### config.mk
export PLATFORM = sky130hd
export DESIGN_NAME = cpf_top
export DESIGN_NICKNAME = d
export VERILOG_FILES = /design/src/cpf_pkg.sv /design/src/cpf_top.sv
export SDC_FILE = /design/constraint.sdc
export NUM_CORES = 1
export LEC_CHECK = 0
export BUFFER_PORTS_ARGS = -buffer_cell sky130_fd_sc_hd__buf_2
export CORE_ASPECT_RATIO = 0.5
export CORE_MARGIN = 10
export CORE_UTILIZATION = 43
export CTS_BUF_LIST = sky130_fd_sc_hd__clkbuf_16
export CTS_CLUSTER_DIAMETER = 150
export DETAILED_ROUTE_END_ITERATION = 10
export PLACE_DENSITY = 0.75
export SLEW_MARGIN = 20
export SYNTH_ARGS = -nofsm -noshare
export SYNTH_HDL_FRONTEND = slang
export SYNTH_SLANG_ARGS = --single-unit
### constraint.sdc
create_clock -name clk_i -period 1.7 [get_ports clk_i]
set_input_delay 0.17 -clock clk_i [delete_from_list [all_inputs] [get_ports clk_i]]
set_output_delay 0.17 -clock clk_i [all_outputs]
set_load 0.005 [all_outputs]
### src/cpf_pkg.sv
// package: register map, field positions and reset values for the polarity and fault status block
package cpf_pkg;
	localparam int CPF_NUM_CH = 8;
	localparam int CPF_NUM_FLT = 4;
	localparam logic [7:0] CPF_ADDR_POLARITY = 8'h70;
	localparam logic [7:0] CPF_ADDR_FAULT_STATUS = 8'h74;
	localparam logic [7:0] CPF_ADDR_FAULT_CTRL = 8'h78;
	localparam logic [7:0] CPF_ADDR_IRQ_STATUS = 8'h7C;
	localparam logic [7:0] CPF_ADDR_IRQ_MASK = 8'h80;
	localparam logic [7:0] CPF_POLARITY_RESET = 8'h00;
	localparam int CPF_FS_COMBINED = 7;
	localparam int CPF_FS_WRITE_PROTECT_ENABLE = 6;
	localparam int CPF_FS_INPUTS_OR = 5;
	localparam int CPF_FC_FAULT_EN = 0;
	localparam int CPF_FC_WRITE_PROTECT_DISABLE = 1;
	localparam int CPF_FC_INPUT_EN = 4;
	localparam int CPF_IRQ_FAULT = 0;
	localparam int CPF_IRQ_CLEARED = 1;
	localparam logic [1:0] CPF_IRQ_RESET = 2'h0;
endpackage : cpf_pkg

### src/cpf_top.sv
// channel polarity, fault safe state and fault status registers behind a classic wishbone slave
//
// The Wishbone interface to the registers was left to the implementer.
`timescale 1ns/10ps
module cpf_top #(
	parameter int NUM_CH = cpf_pkg::CPF_NUM_CH,
	parameter int NUM_FLT = cpf_pkg::CPF_NUM_FLT
) (
	input wire logic clk_i,
	input wire logic rst_n_i,
	input wire logic wb_cyc_i,
	input wire logic wb_stb_i,
	input wire logic wb_we_i,
	input wire logic [7:0] wb_adr_i,
	input wire logic [3:0] wb_sel_i,
	input wire logic [31:0] wb_dat_i,
	output logic [31:0] wb_dat_o,
	output logic wb_ack_o,
	input wire logic [NUM_CH-1:0] ch_wave_i,
	input wire logic [NUM_FLT-1:0] fault_pin_i,
	output logic [NUM_CH-1:0] ch_pin_o,
	output logic irq_o
);
	import cpf_pkg::*;

	logic [NUM_CH-1:0] channel_polarity_bit;
	logic [NUM_FLT-1:0] per_input_fault_flag;
	logic [NUM_FLT-1:0] input_enable;
	logic fault_enable;
	logic write_protect_disable;
	logic [NUM_FLT-1:0] flt_meta;
	logic [NUM_FLT-1:0] flt_sync;
	logic [NUM_FLT-1:0] armed;
	logic comb_armed;
	logic write_protect_enable_seen;
	logic [1:0] irq_status;
	logic [1:0] irq_mask;
	logic combined_fault_flag;
	logic fault_inputs_or;
	logic [NUM_FLT-1:0] fault_now;
	logic [NUM_FLT-1:0] next_flag;
	logic req;
	logic wr;
	logic rd;
	logic wr_lane0;
	logic rd_status;
	logic wr_status;
	logic [31:0] rd_data;
	logic [1:0] irq_event;

	assign req = wb_cyc_i & wb_stb_i & ~wb_ack_o;
	assign wr = req & wb_we_i;
	assign rd = req & ~wb_we_i;
	assign wr_lane0 = wr & wb_sel_i[0];
	assign rd_status = rd & (wb_adr_i == CPF_ADDR_FAULT_STATUS);
	assign wr_status = wr_lane0 & (wb_adr_i == CPF_ADDR_FAULT_STATUS);

	// two-stage synchroniser; only flt_sync feeds logic
	always_ff @(posedge clk_i or negedge rst_n_i) begin
		if (!rst_n_i) begin
			flt_meta <= '0;
			flt_sync <= '0;
		end else begin
			flt_meta <= fault_pin_i;
			flt_sync <= flt_meta;
		end
	end

	assign fault_now = flt_sync & input_enable & {NUM_FLT{fault_enable}};
	assign fault_inputs_or = |fault_now;
	assign combined_fault_flag = |per_input_fault_flag;

	// a flag is armed by a status read seeing it set; a new fault disarms it
	always_ff @(posedge clk_i or negedge rst_n_i) begin
		if (!rst_n_i) begin
			armed <= '0;
			comb_armed <= 1'b0;
		end else begin
			for (int j = 0; j < NUM_FLT; j++) begin
				if (fault_now[j]) begin
					armed[j] <= 1'b0;
				end else if (rd_status && per_input_fault_flag[j]) begin
					armed[j] <= 1'b1;
				end else if (wr_status) begin
					armed[j] <= 1'b0;
				end
			end
			if (fault_inputs_or) begin
				comb_armed <= 1'b0;
			end else if (rd_status && combined_fault_flag) begin
				comb_armed <= 1'b1;
			end else if (wr_status) begin
				comb_armed <= 1'b0;
			end
		end
	end

	always_comb begin
		next_flag = per_input_fault_flag;
		for (int j = 0; j < NUM_FLT; j++) begin
			// clearing the combined flag clears every per-input flag too
			if (wr_status && !wb_dat_i[CPF_FS_COMBINED] && comb_armed && !fault_inputs_or) begin
				next_flag[j] = 1'b0;
			end
			if (wr_status && !wb_dat_i[j] && armed[j] && !fault_now[j]) begin
				next_flag[j] = 1'b0;
			end
			// set wins over a clear landing in the same cycle; writing 1 never sets
			if (fault_now[j]) begin
				next_flag[j] = 1'b1;
			end
		end
	end

	always_ff @(posedge clk_i or negedge rst_n_i) begin
		if (!rst_n_i) begin
			per_input_fault_flag <= '0;
		end else begin
			per_input_fault_flag <= next_flag;
		end
	end

	// write protect: disable only lands after enable was read as 1
	always_ff @(posedge clk_i or negedge rst_n_i) begin
		if (!rst_n_i) begin
			write_protect_disable <= 1'b0;
			write_protect_enable_seen <= 1'b0;
		end else begin
			if (rd_status && !write_protect_disable) begin
				write_protect_enable_seen <= 1'b1;
			end else if (wr_lane0 && wb_adr_i == CPF_ADDR_FAULT_CTRL) begin
				write_protect_enable_seen <= 1'b0;
			end
			if (wr_status && wb_dat_i[CPF_FS_WRITE_PROTECT_ENABLE]) begin
				write_protect_disable <= 1'b0;
			end else if (wr_lane0 && wb_adr_i == CPF_ADDR_FAULT_CTRL && wb_dat_i[CPF_FC_WRITE_PROTECT_DISABLE] && write_protect_enable_seen) begin
				write_protect_disable <= 1'b1;
			end
		end
	end

	always_ff @(posedge clk_i or negedge rst_n_i) begin
		if (!rst_n_i) begin
			fault_enable <= 1'b0;
			input_enable <= '0;
		end else if (wr_lane0 && wb_adr_i == CPF_ADDR_FAULT_CTRL) begin
			fault_enable <= wb_dat_i[CPF_FC_FAULT_EN];
			input_enable <= wb_dat_i[CPF_FC_INPUT_EN +: NUM_FLT];
		end
	end

	always_ff @(posedge clk_i or negedge rst_n_i) begin
		if (!rst_n_i) begin
			channel_polarity_bit <= CPF_POLARITY_RESET[NUM_CH-1:0];
		end else if (wr_lane0 && wb_adr_i == CPF_ADDR_POLARITY && write_protect_disable) begin
			channel_polarity_bit <= wb_dat_i[NUM_CH-1:0];
		end
	end

	// output stage: safe level under fault, else waveform through polarity
	genvar c;
	generate
		for (c = 0; c < NUM_CH; c++) begin : g_ch
			always_ff @(posedge clk_i or negedge rst_n_i) begin
				if (!rst_n_i) begin
					ch_pin_o[c] <= 1'b0;
				end else if (fault_enable && combined_fault_flag) begin
					ch_pin_o[c] <= channel_polarity_bit[c];
				end else begin
					ch_pin_o[c] <= ch_wave_i[c] ^ channel_polarity_bit[c];
				end
			end
		end
	endgenerate

	// interrupt events: fault flag rising, and combined flag cleared
	assign irq_event[CPF_IRQ_FAULT] = |(fault_now & ~per_input_fault_flag);
	assign irq_event[CPF_IRQ_CLEARED] = combined_fault_flag & ~(|next_flag);

	always_ff @(posedge clk_i or negedge rst_n_i) begin
		if (!rst_n_i) begin
			irq_status <= CPF_IRQ_RESET;
			irq_mask <= CPF_IRQ_RESET;
			irq_o <= 1'b0;
		end else begin
			for (int k = 0; k < 2; k++) begin
				if (irq_event[k]) begin
					irq_status[k] <= 1'b1;
				end else if (wr_lane0 && wb_adr_i == CPF_ADDR_IRQ_STATUS && wb_dat_i[k]) begin
					irq_status[k] <= 1'b0;
				end
			end
			if (wr_lane0 && wb_adr_i == CPF_ADDR_IRQ_MASK) begin
				irq_mask <= wb_dat_i[1:0];
			end
			irq_o <= |(irq_status & irq_mask);
		end
	end

	always_comb begin
		rd_data = 32'h0000_0000;
		unique case (wb_adr_i)
			CPF_ADDR_POLARITY: rd_data[NUM_CH-1:0] = channel_polarity_bit;
			CPF_ADDR_FAULT_STATUS: begin
				rd_data[CPF_FS_COMBINED] = combined_fault_flag;
				rd_data[CPF_FS_WRITE_PROTECT_ENABLE] = ~write_protect_disable;
				rd_data[CPF_FS_INPUTS_OR] = fault_inputs_or;
				rd_data[NUM_FLT-1:0] = per_input_fault_flag;
			end
			CPF_ADDR_FAULT_CTRL: begin
				rd_data[CPF_FC_FAULT_EN] = fault_enable;
				rd_data[CPF_FC_WRITE_PROTECT_DISABLE] = write_protect_disable;
				rd_data[CPF_FC_INPUT_EN +: NUM_FLT] = input_enable;
			end
			CPF_ADDR_IRQ_STATUS: rd_data[1:0] = irq_status;
			CPF_ADDR_IRQ_MASK: rd_data[1:0] = irq_mask;
			default: rd_data = 32'h0000_0000;
		endcase
	end

	// every access, mapped or not, acks one cycle after it is seen; unmapped reads zero
	always_ff @(posedge clk_i or negedge rst_n_i) begin
		if (!rst_n_i) begin
			wb_ack_o <= 1'b0;
			wb_dat_o <= 32'h0000_0000;
		end else begin
			wb_ack_o <= req;
			if (rd) begin
				wb_dat_o <= rd_data;
			end
		end
	end
endmodule : cpf_top

# After elaboration in Yosys (flattened, before gate mapping)
# Index checks and enable logic that the tools add are counted.
# word_totals
register_bits,54
wordCells,157
# classes
mux,43
n_reduce_logical,57
n_eq_ne,5
n_bitwise,25
# ops
op,count
two-way mux 1 bit,39
== test 8 x 7 -> 1 bit (second input constant),4
logical AND 1 bit,32
OR reduction 4 bit,4
nonzero test 3 bit,5
AND 4 bit,3
logical NOT 1 bit,11
one-hot mux 2 bit (5 select lines),1
one-hot mux 3 bit (3 select lines),1
AND 1 bit,8
== test 8 bit (second input constant),1
nonzero test 2 bit,4
bitwise XOR 1 bit,8
inverter 1 bit,4
inverter 4 bit,1
one-hot mux 2 bit (2 select lines),1
AND 2 bit,1
one-hot mux 1 bit (2 select lines),1
OR reduction 2 bit,1

# Depth between registers and ports, before layout
# logic_depth
depth_word,15
mapped_depth,7

# Worst setup path after synthesis
# No wires, ideal clock.
# synth_path
kind,register to register
start,reg input_enable[0]
end,reg irq_status[1]
n_path_buf,0
arrival_time_ns,1.597
required_ns,1.608
slack_ns,0.011
period_less_slack_ns,1.689
setup_ns,0.092
stages_incl_launch_ff,7
path_cell_list,dfrtp_1 -> a22oi_1 -> a21boi_1 -> nor3b_2 -> o211ai_1 -> or3_1 -> o31ai_2
# synth_between
elab_chain_len,12
# synth_rtl
item,line_no,rtl
"start, declared",cpf_top.sv:28,logic [NUM_FLT-1:0] input_enable;
"start signal, assigned",cpf_top.sv:148,input_enable <= wb_dat_i[CPF_FC_INPUT_EN +: NUM_FLT];
AND 4 bit * (2 in a row),cpf_top.sv:69,assign fault_now = flt_sync & input_enable & {NUM_FLT{fault_enable}};
OR reduction 4 bit *,cpf_top.sv:70,assign fault_inputs_or = |fault_now;
logical NOT 1 bit *,cpf_top.sv:102,if (wr_status && !wb_dat_i[CPF_FS_COMBINED] && comb_armed && !fault_inputs_or) begin
logical AND 1 bit *,cpf_top.sv:102,
two-way mux 1 bit *,cpf_top.sv:102,
two-way mux 1 bit *,cpf_top.sv:105,if (wr_status && !wb_dat_i[j] && armed[j] && !fault_now[j]) begin
two-way mux 1 bit *,cpf_top.sv:109,if (fault_now[j]) begin
net next_flag[3],cpf_top.sv:41,logic [NUM_FLT-1:0] next_flag;
OR reduction 4 bit *,cpf_top.sv:178,assign irq_event[CPF_IRQ_CLEARED] = combined_fault_flag & ~(|next_flag);
inverter 1 bit *,cpf_top.sv:178,
AND 1 bit *,cpf_top.sv:178,
two-way mux 1 bit or nonzero test 2 bit (tied branches),n/a,
"end signal, assigned",cpf_top.sv:182,irq_status <= CPF_IRQ_RESET;
"end signal, assigned by index",cpf_top.sv:188,irq_status[k] <= 1'b1;
"end signal, assigned by index",cpf_top.sv:190,irq_status[k] <= 1'b0;
"end, declared",cpf_top.sv:36,logic [1:0] irq_status;
# Mark *: on every way through the listed nets, which the timed path passes. The rest lies on a longest branch.
# A chain may end at the register's enable or synchronous reset.

# Worst setup path after layout
# layout_path
start,reg input_enable[2]
end,reg irq_status[1]
# layout_between
elab_chain_len,12
# layout_rtl
item,line_no
AND 4 bit * (2 in a row),cpf_top.sv:69
OR reduction 4 bit,cpf_top.sv:70
logical NOT 1 bit,cpf_top.sv:102
logical AND 1 bit,cpf_top.sv:102
two-way mux 1 bit,cpf_top.sv:102
two-way mux 1 bit,cpf_top.sv:105
two-way mux 1 bit *,cpf_top.sv:109
net next_flag[2],cpf_top.sv:41
OR reduction 4 bit *,cpf_top.sv:178
inverter 1 bit *,cpf_top.sv:178
AND 1 bit *,cpf_top.sv:178
two-way mux 1 bit or nonzero test 2 bit (tied branches),n/a
# Marks and branches as above.

==> run_results.csv <==
group,metric,value,unit
worst_setup_path,start_kind,"flip-flop",
detailed_routing,wl_per_cell,16.5,µm
finish,fin_area,0.00323,mm²
worst_setup_path,worstSetupPathType,"flip-flop to flip-flop",
power_and_ir_drop,p_total,0.00248,W
detailed_routing,vias,1988,
power_and_ir_drop,p_per_area,766,mW/mm²
synthesis,ys_seq_elements,54,
grt,gr-total-overflow,0,
synthesis,muxShareOfSynthArea,8.16,%
cts,clock_latency,0.29,ns
synthesis,syn_area_per_cell,10.8,µm²
outcome,status,"complete, but fails checks",
worst_setup_path,cp_max_fo,4,
worst_hold_path,min-delay-path-class,"input port to flip-flop",
cts,root_buffer,"clkbuf_16",
floorplanning,rows,19,
cts,cts_buffers,5,
finish,layout-drive-gt1-share,35.6,%
floorplanning,boundaryPins,103,
synthesis,seq_area_frac_synth,53.1,%
cts,htree_num_levels,2,
worst_setup_path,arrival,1.97,ns
detailed_routing,vias_per_cell,5.02,
synthesis,synth_top_family_by_area,"simple AND/OR/NAND/NOR gates",
power_and_ir_drop,leakage,1.60,nW
detailed_routing,drt-pass1-iter-count,4,
grt,grt_util_all_layers,13.6,%
detailed_routing,drc,0,
synthesis,ys_async_sr_fraction,100,%
power_and_ir_drop,power_switching,0.000550,W
placed_design,gp_congestion,0.904,
cts,clk_pin_slew,0.06,ns
sta,hold_viol,0,
power_and_ir_drop,clkPwrFrac,38.5,%
synthesis,synth_edf_count,0,
power_and_ir_drop,p_int,0.00193,W
power_and_ir_drop,combPwrFrac,8.2,%
synthesis,synthXorXnorAreaFrac,2.75,%
worst_setup_path,critPathRequiredTime,1.90,ns
synthesis,ys.flop_type,"dfrtp_1",
finish,final_cells,396,
sta,min_period,1.76,ns
power_and_ir_drop,pwr-share-seq,53.4,%
sta,timing.final.ws_setup,-0.0647,ns
placed_design,dpl-instance-area,0.00300,mm²
floorplanning,die_area,0.00959,mm²
cts,cts_tree,"yes",
placed_design,dp_cells,381,
floorplanning,die_h,74.4,µm
outcome,violations,"negative setup slack",
finish,nets,384,
placed_design,dpl_worst_slack,-0.112,ns
synthesis,synth_compound_area_share,11.8,%
synthesis,synthAdderAreaFrac,0,%
finish,area_growth,26.9,%
synthesis,synth-simple-area-share,14.7,%
cts,cts.sinks,54,
synthesis,synth_warnings,0,
sta,finalClockSkew,0.00427,ns
placed_design,port_buffers,51,
sta,finalCritPeriodShare,104,%
power_and_ir_drop,ir_worst_vdd,411,µV
floorplanning,core_area,0.00561,mm²
synthesis,synth_area,0.00255,mm²
grt,grt_pass1_vias,2112,
detailed_routing,initialDrtViolationCount,179,
sta,finalSetupViolCount,1,
sta,slew_viol_final,0,
synthesis,netlist_instances,235,
cts,clockBufferDepth,2,
grt,grt_max_degree,35,
synthesis,ys_types,45,
floorplanning,start_util,45.4,%
placed_design,post-dp-hpwl,5180,µm
power_and_ir_drop,swShare,22.2,%
worst_setup_path,cp-end-kind,"flip-flop",
grt,antenna_found_initial,0,
detailed_routing,postRouteAntennaNets,0,
floorplanning,die_w,129,µm
sta,rsz0062_at_grt,"true",
finish,antenna_cells,0,
flow_run,drv_cap,0,
sta,max_freq,567,MHz
detailed_routing,wl,6520,µm
worst_setup_path,reg2reg_slack,-0.06,ns
grt,grt_pass1_wl,10400,µm
-- kinds of logic (layout without fill, tap and decap cells) --
logic type	after synthesis	after routing
XOR/XNOR	8	8
AO/OA/AOI/OAI	45	45
other	1	24
multiplexers	18	18
flip-flops	54	54
buffers and inverters	37	102
AND/OR/NAND/NOR	72	72
-- worst paths after layout --
path,start,end,cells after the start
setup / recovery,input_enable[2],irq_status[1],7
hold / removal,wb_dat_i[6],write_protect_disable,2
setup reg to reg,input_enable[2],irq_status[1],7
hold reg to reg,flt_meta[0],flt_sync[0],0
max in group asynchronous,rst_n_i,ch_pin_o[3],3
min in group asynchronous,rst_n_i,channel_polarity_bit[5],2
-- synthesized netlist by cell type, types with 2 or more instances --
master / number / share of area (%)
xnor2_1: 8 / 2.8
o211ai_1: 4 / 1.2
a22o_1: 3 / 1.0
a21boi_0: 2 / 0.59
nor2_1: 10 / 1.5
a21oi_1: 5 / 0.98
o21ai_0: 15 / 2.9
a31oi_1: 2 / 0.49
o22ai_1: 2 / 0.49
nand2_1: 34 / 5.0
mux2_2: 12 / 5.3
a22oi_1: 6 / 1.8
nand3_1: 7 / 1.4
buf_4: 24 / 7.1
nor3_1: 2 / 0.39
and2_1: 4 / 0.98
dfrtp_1: 54 / 53
mux2i_1: 5 / 2.0
clkbuf_1: 4 / 0.59
inv_1: 7 / 1.0
-- cell usage in the layout (no fill, tap or decap), types with 2 or more instances in the layout --
| master | count |
|---|---|
| dfrtp_1 | 54 |
| a21boi_0 | 2 |
| a21oi_1 | 4 |
| dlygate4sd3_1 | 5 |
| clkbuf_16 | 5 |
| nand3_1 | 7 |
| o211ai_1 | 4 |
| buf_4 | 31 |
| o22ai_1 | 2 |
| mux2_2 | 12 |
| conb_1 | 24 |
| a22o_1 | 3 |
| nor2_1 | 10 |
| nor3_1 | 2 |
| inv_1 | 9 |
| a22oi_2 | 2 |
| o21ai_0 | 14 |
| buf_2 | 51 |
| nand2_1 | 34 |
| a31oi_1 | 2 |
| xnor2_1 | 8 |
| and2_1 | 3 |
| a22oi_1 | 4 |
| mux2i_1 | 5 |
-- metal layers --
layer  up-vias  GRT usage [%]  wire length [µm]
met2        79           21.8              3010
li1        939              -                 -
met3         5           3.40               598
met1       965           18.2              2860
met5         -              0                 0
met4         0           3.38                44
-- critical path, cell delays in order, from the launching register on --
cell	delay, ns
dfrtp_1	0.39
a22oi_2	0.21
a21boi_2	0.10
nor3b_2	0.16
buf_4	0.15
o211ai_2	0.10
or3_4	0.40
o31ai_2	0.17
-- flip-flops by register name, summed over array words and instances (netlist names) --
| signal | flops |
|---|---|
| wb_ack_o | 1 |
| fault_enable | 1 |
| channel_polarity_bit | 8 |
| write_protect_enable_seen | 1 |
| flt_meta | 4 |
| per_input_fault_flag | 4 |
| irq_mask | 2 |
| input_enable | 4 |
| armed | 4 |
| ch_pin_o | 8 |
| flt_sync | 4 |
| irq_o | 1 |
| comb_armed | 1 |
| irq_status | 2 |
| write_protect_disable | 1 |
| wb_dat_o | 8 |
-- per-stage QoR --
step	util [%]	TNS, ns	hold WS [ns]
6_report	57.6	-0.0647	0.0947
5_1_grt	57.6	-0.137	0.101
4_1_cts	57.0	-0.0595	0.0935
3_5_place_dp	53.4	-0.131	0.166
3_3_place_gp	53.4	-0.0725	0.157
2_1_floorplan	-	0	-0.126
-- final cells by class --
type,count,area [µm²]
fillers,463,2380
flip-flops and latches,54,1350
multi-input cells,167,1070
repair buffers,88,558
clock buffers,5,125
well taps,73,91.3
inverters,7,26.3
clock inverters,2,7.51
-- power by group through the flow --
stage	clock, W	combinational, W	sequential, W
2_1_floorplan	0	0.000112	0.00135
3_3_place_gp	0	0.000183	0.00134
3_5_place_dp	0	0.000189	0.00134
4_1_cts	0.000964	0.000200	0.00132
5_1_grt	0.00102	0.000226	0.00132
6_report	0.000952	0.000203	0.00132
-- repair_timing --
| action | CTS | global route |
|---|---|---|
| hold buffers | 5 | 0 |
| gates cloned | 0 | 0 |
| resized for setup | 4 | 5 |
| setup buffers | 0 | 3 |
| hold endpoints to repair | 24 | 0 |
| pin swaps | 3 | 2 |
| setup endpoints to repair | 2 | 15 |
Note: power is estimated with default switching activity, not from simulation.
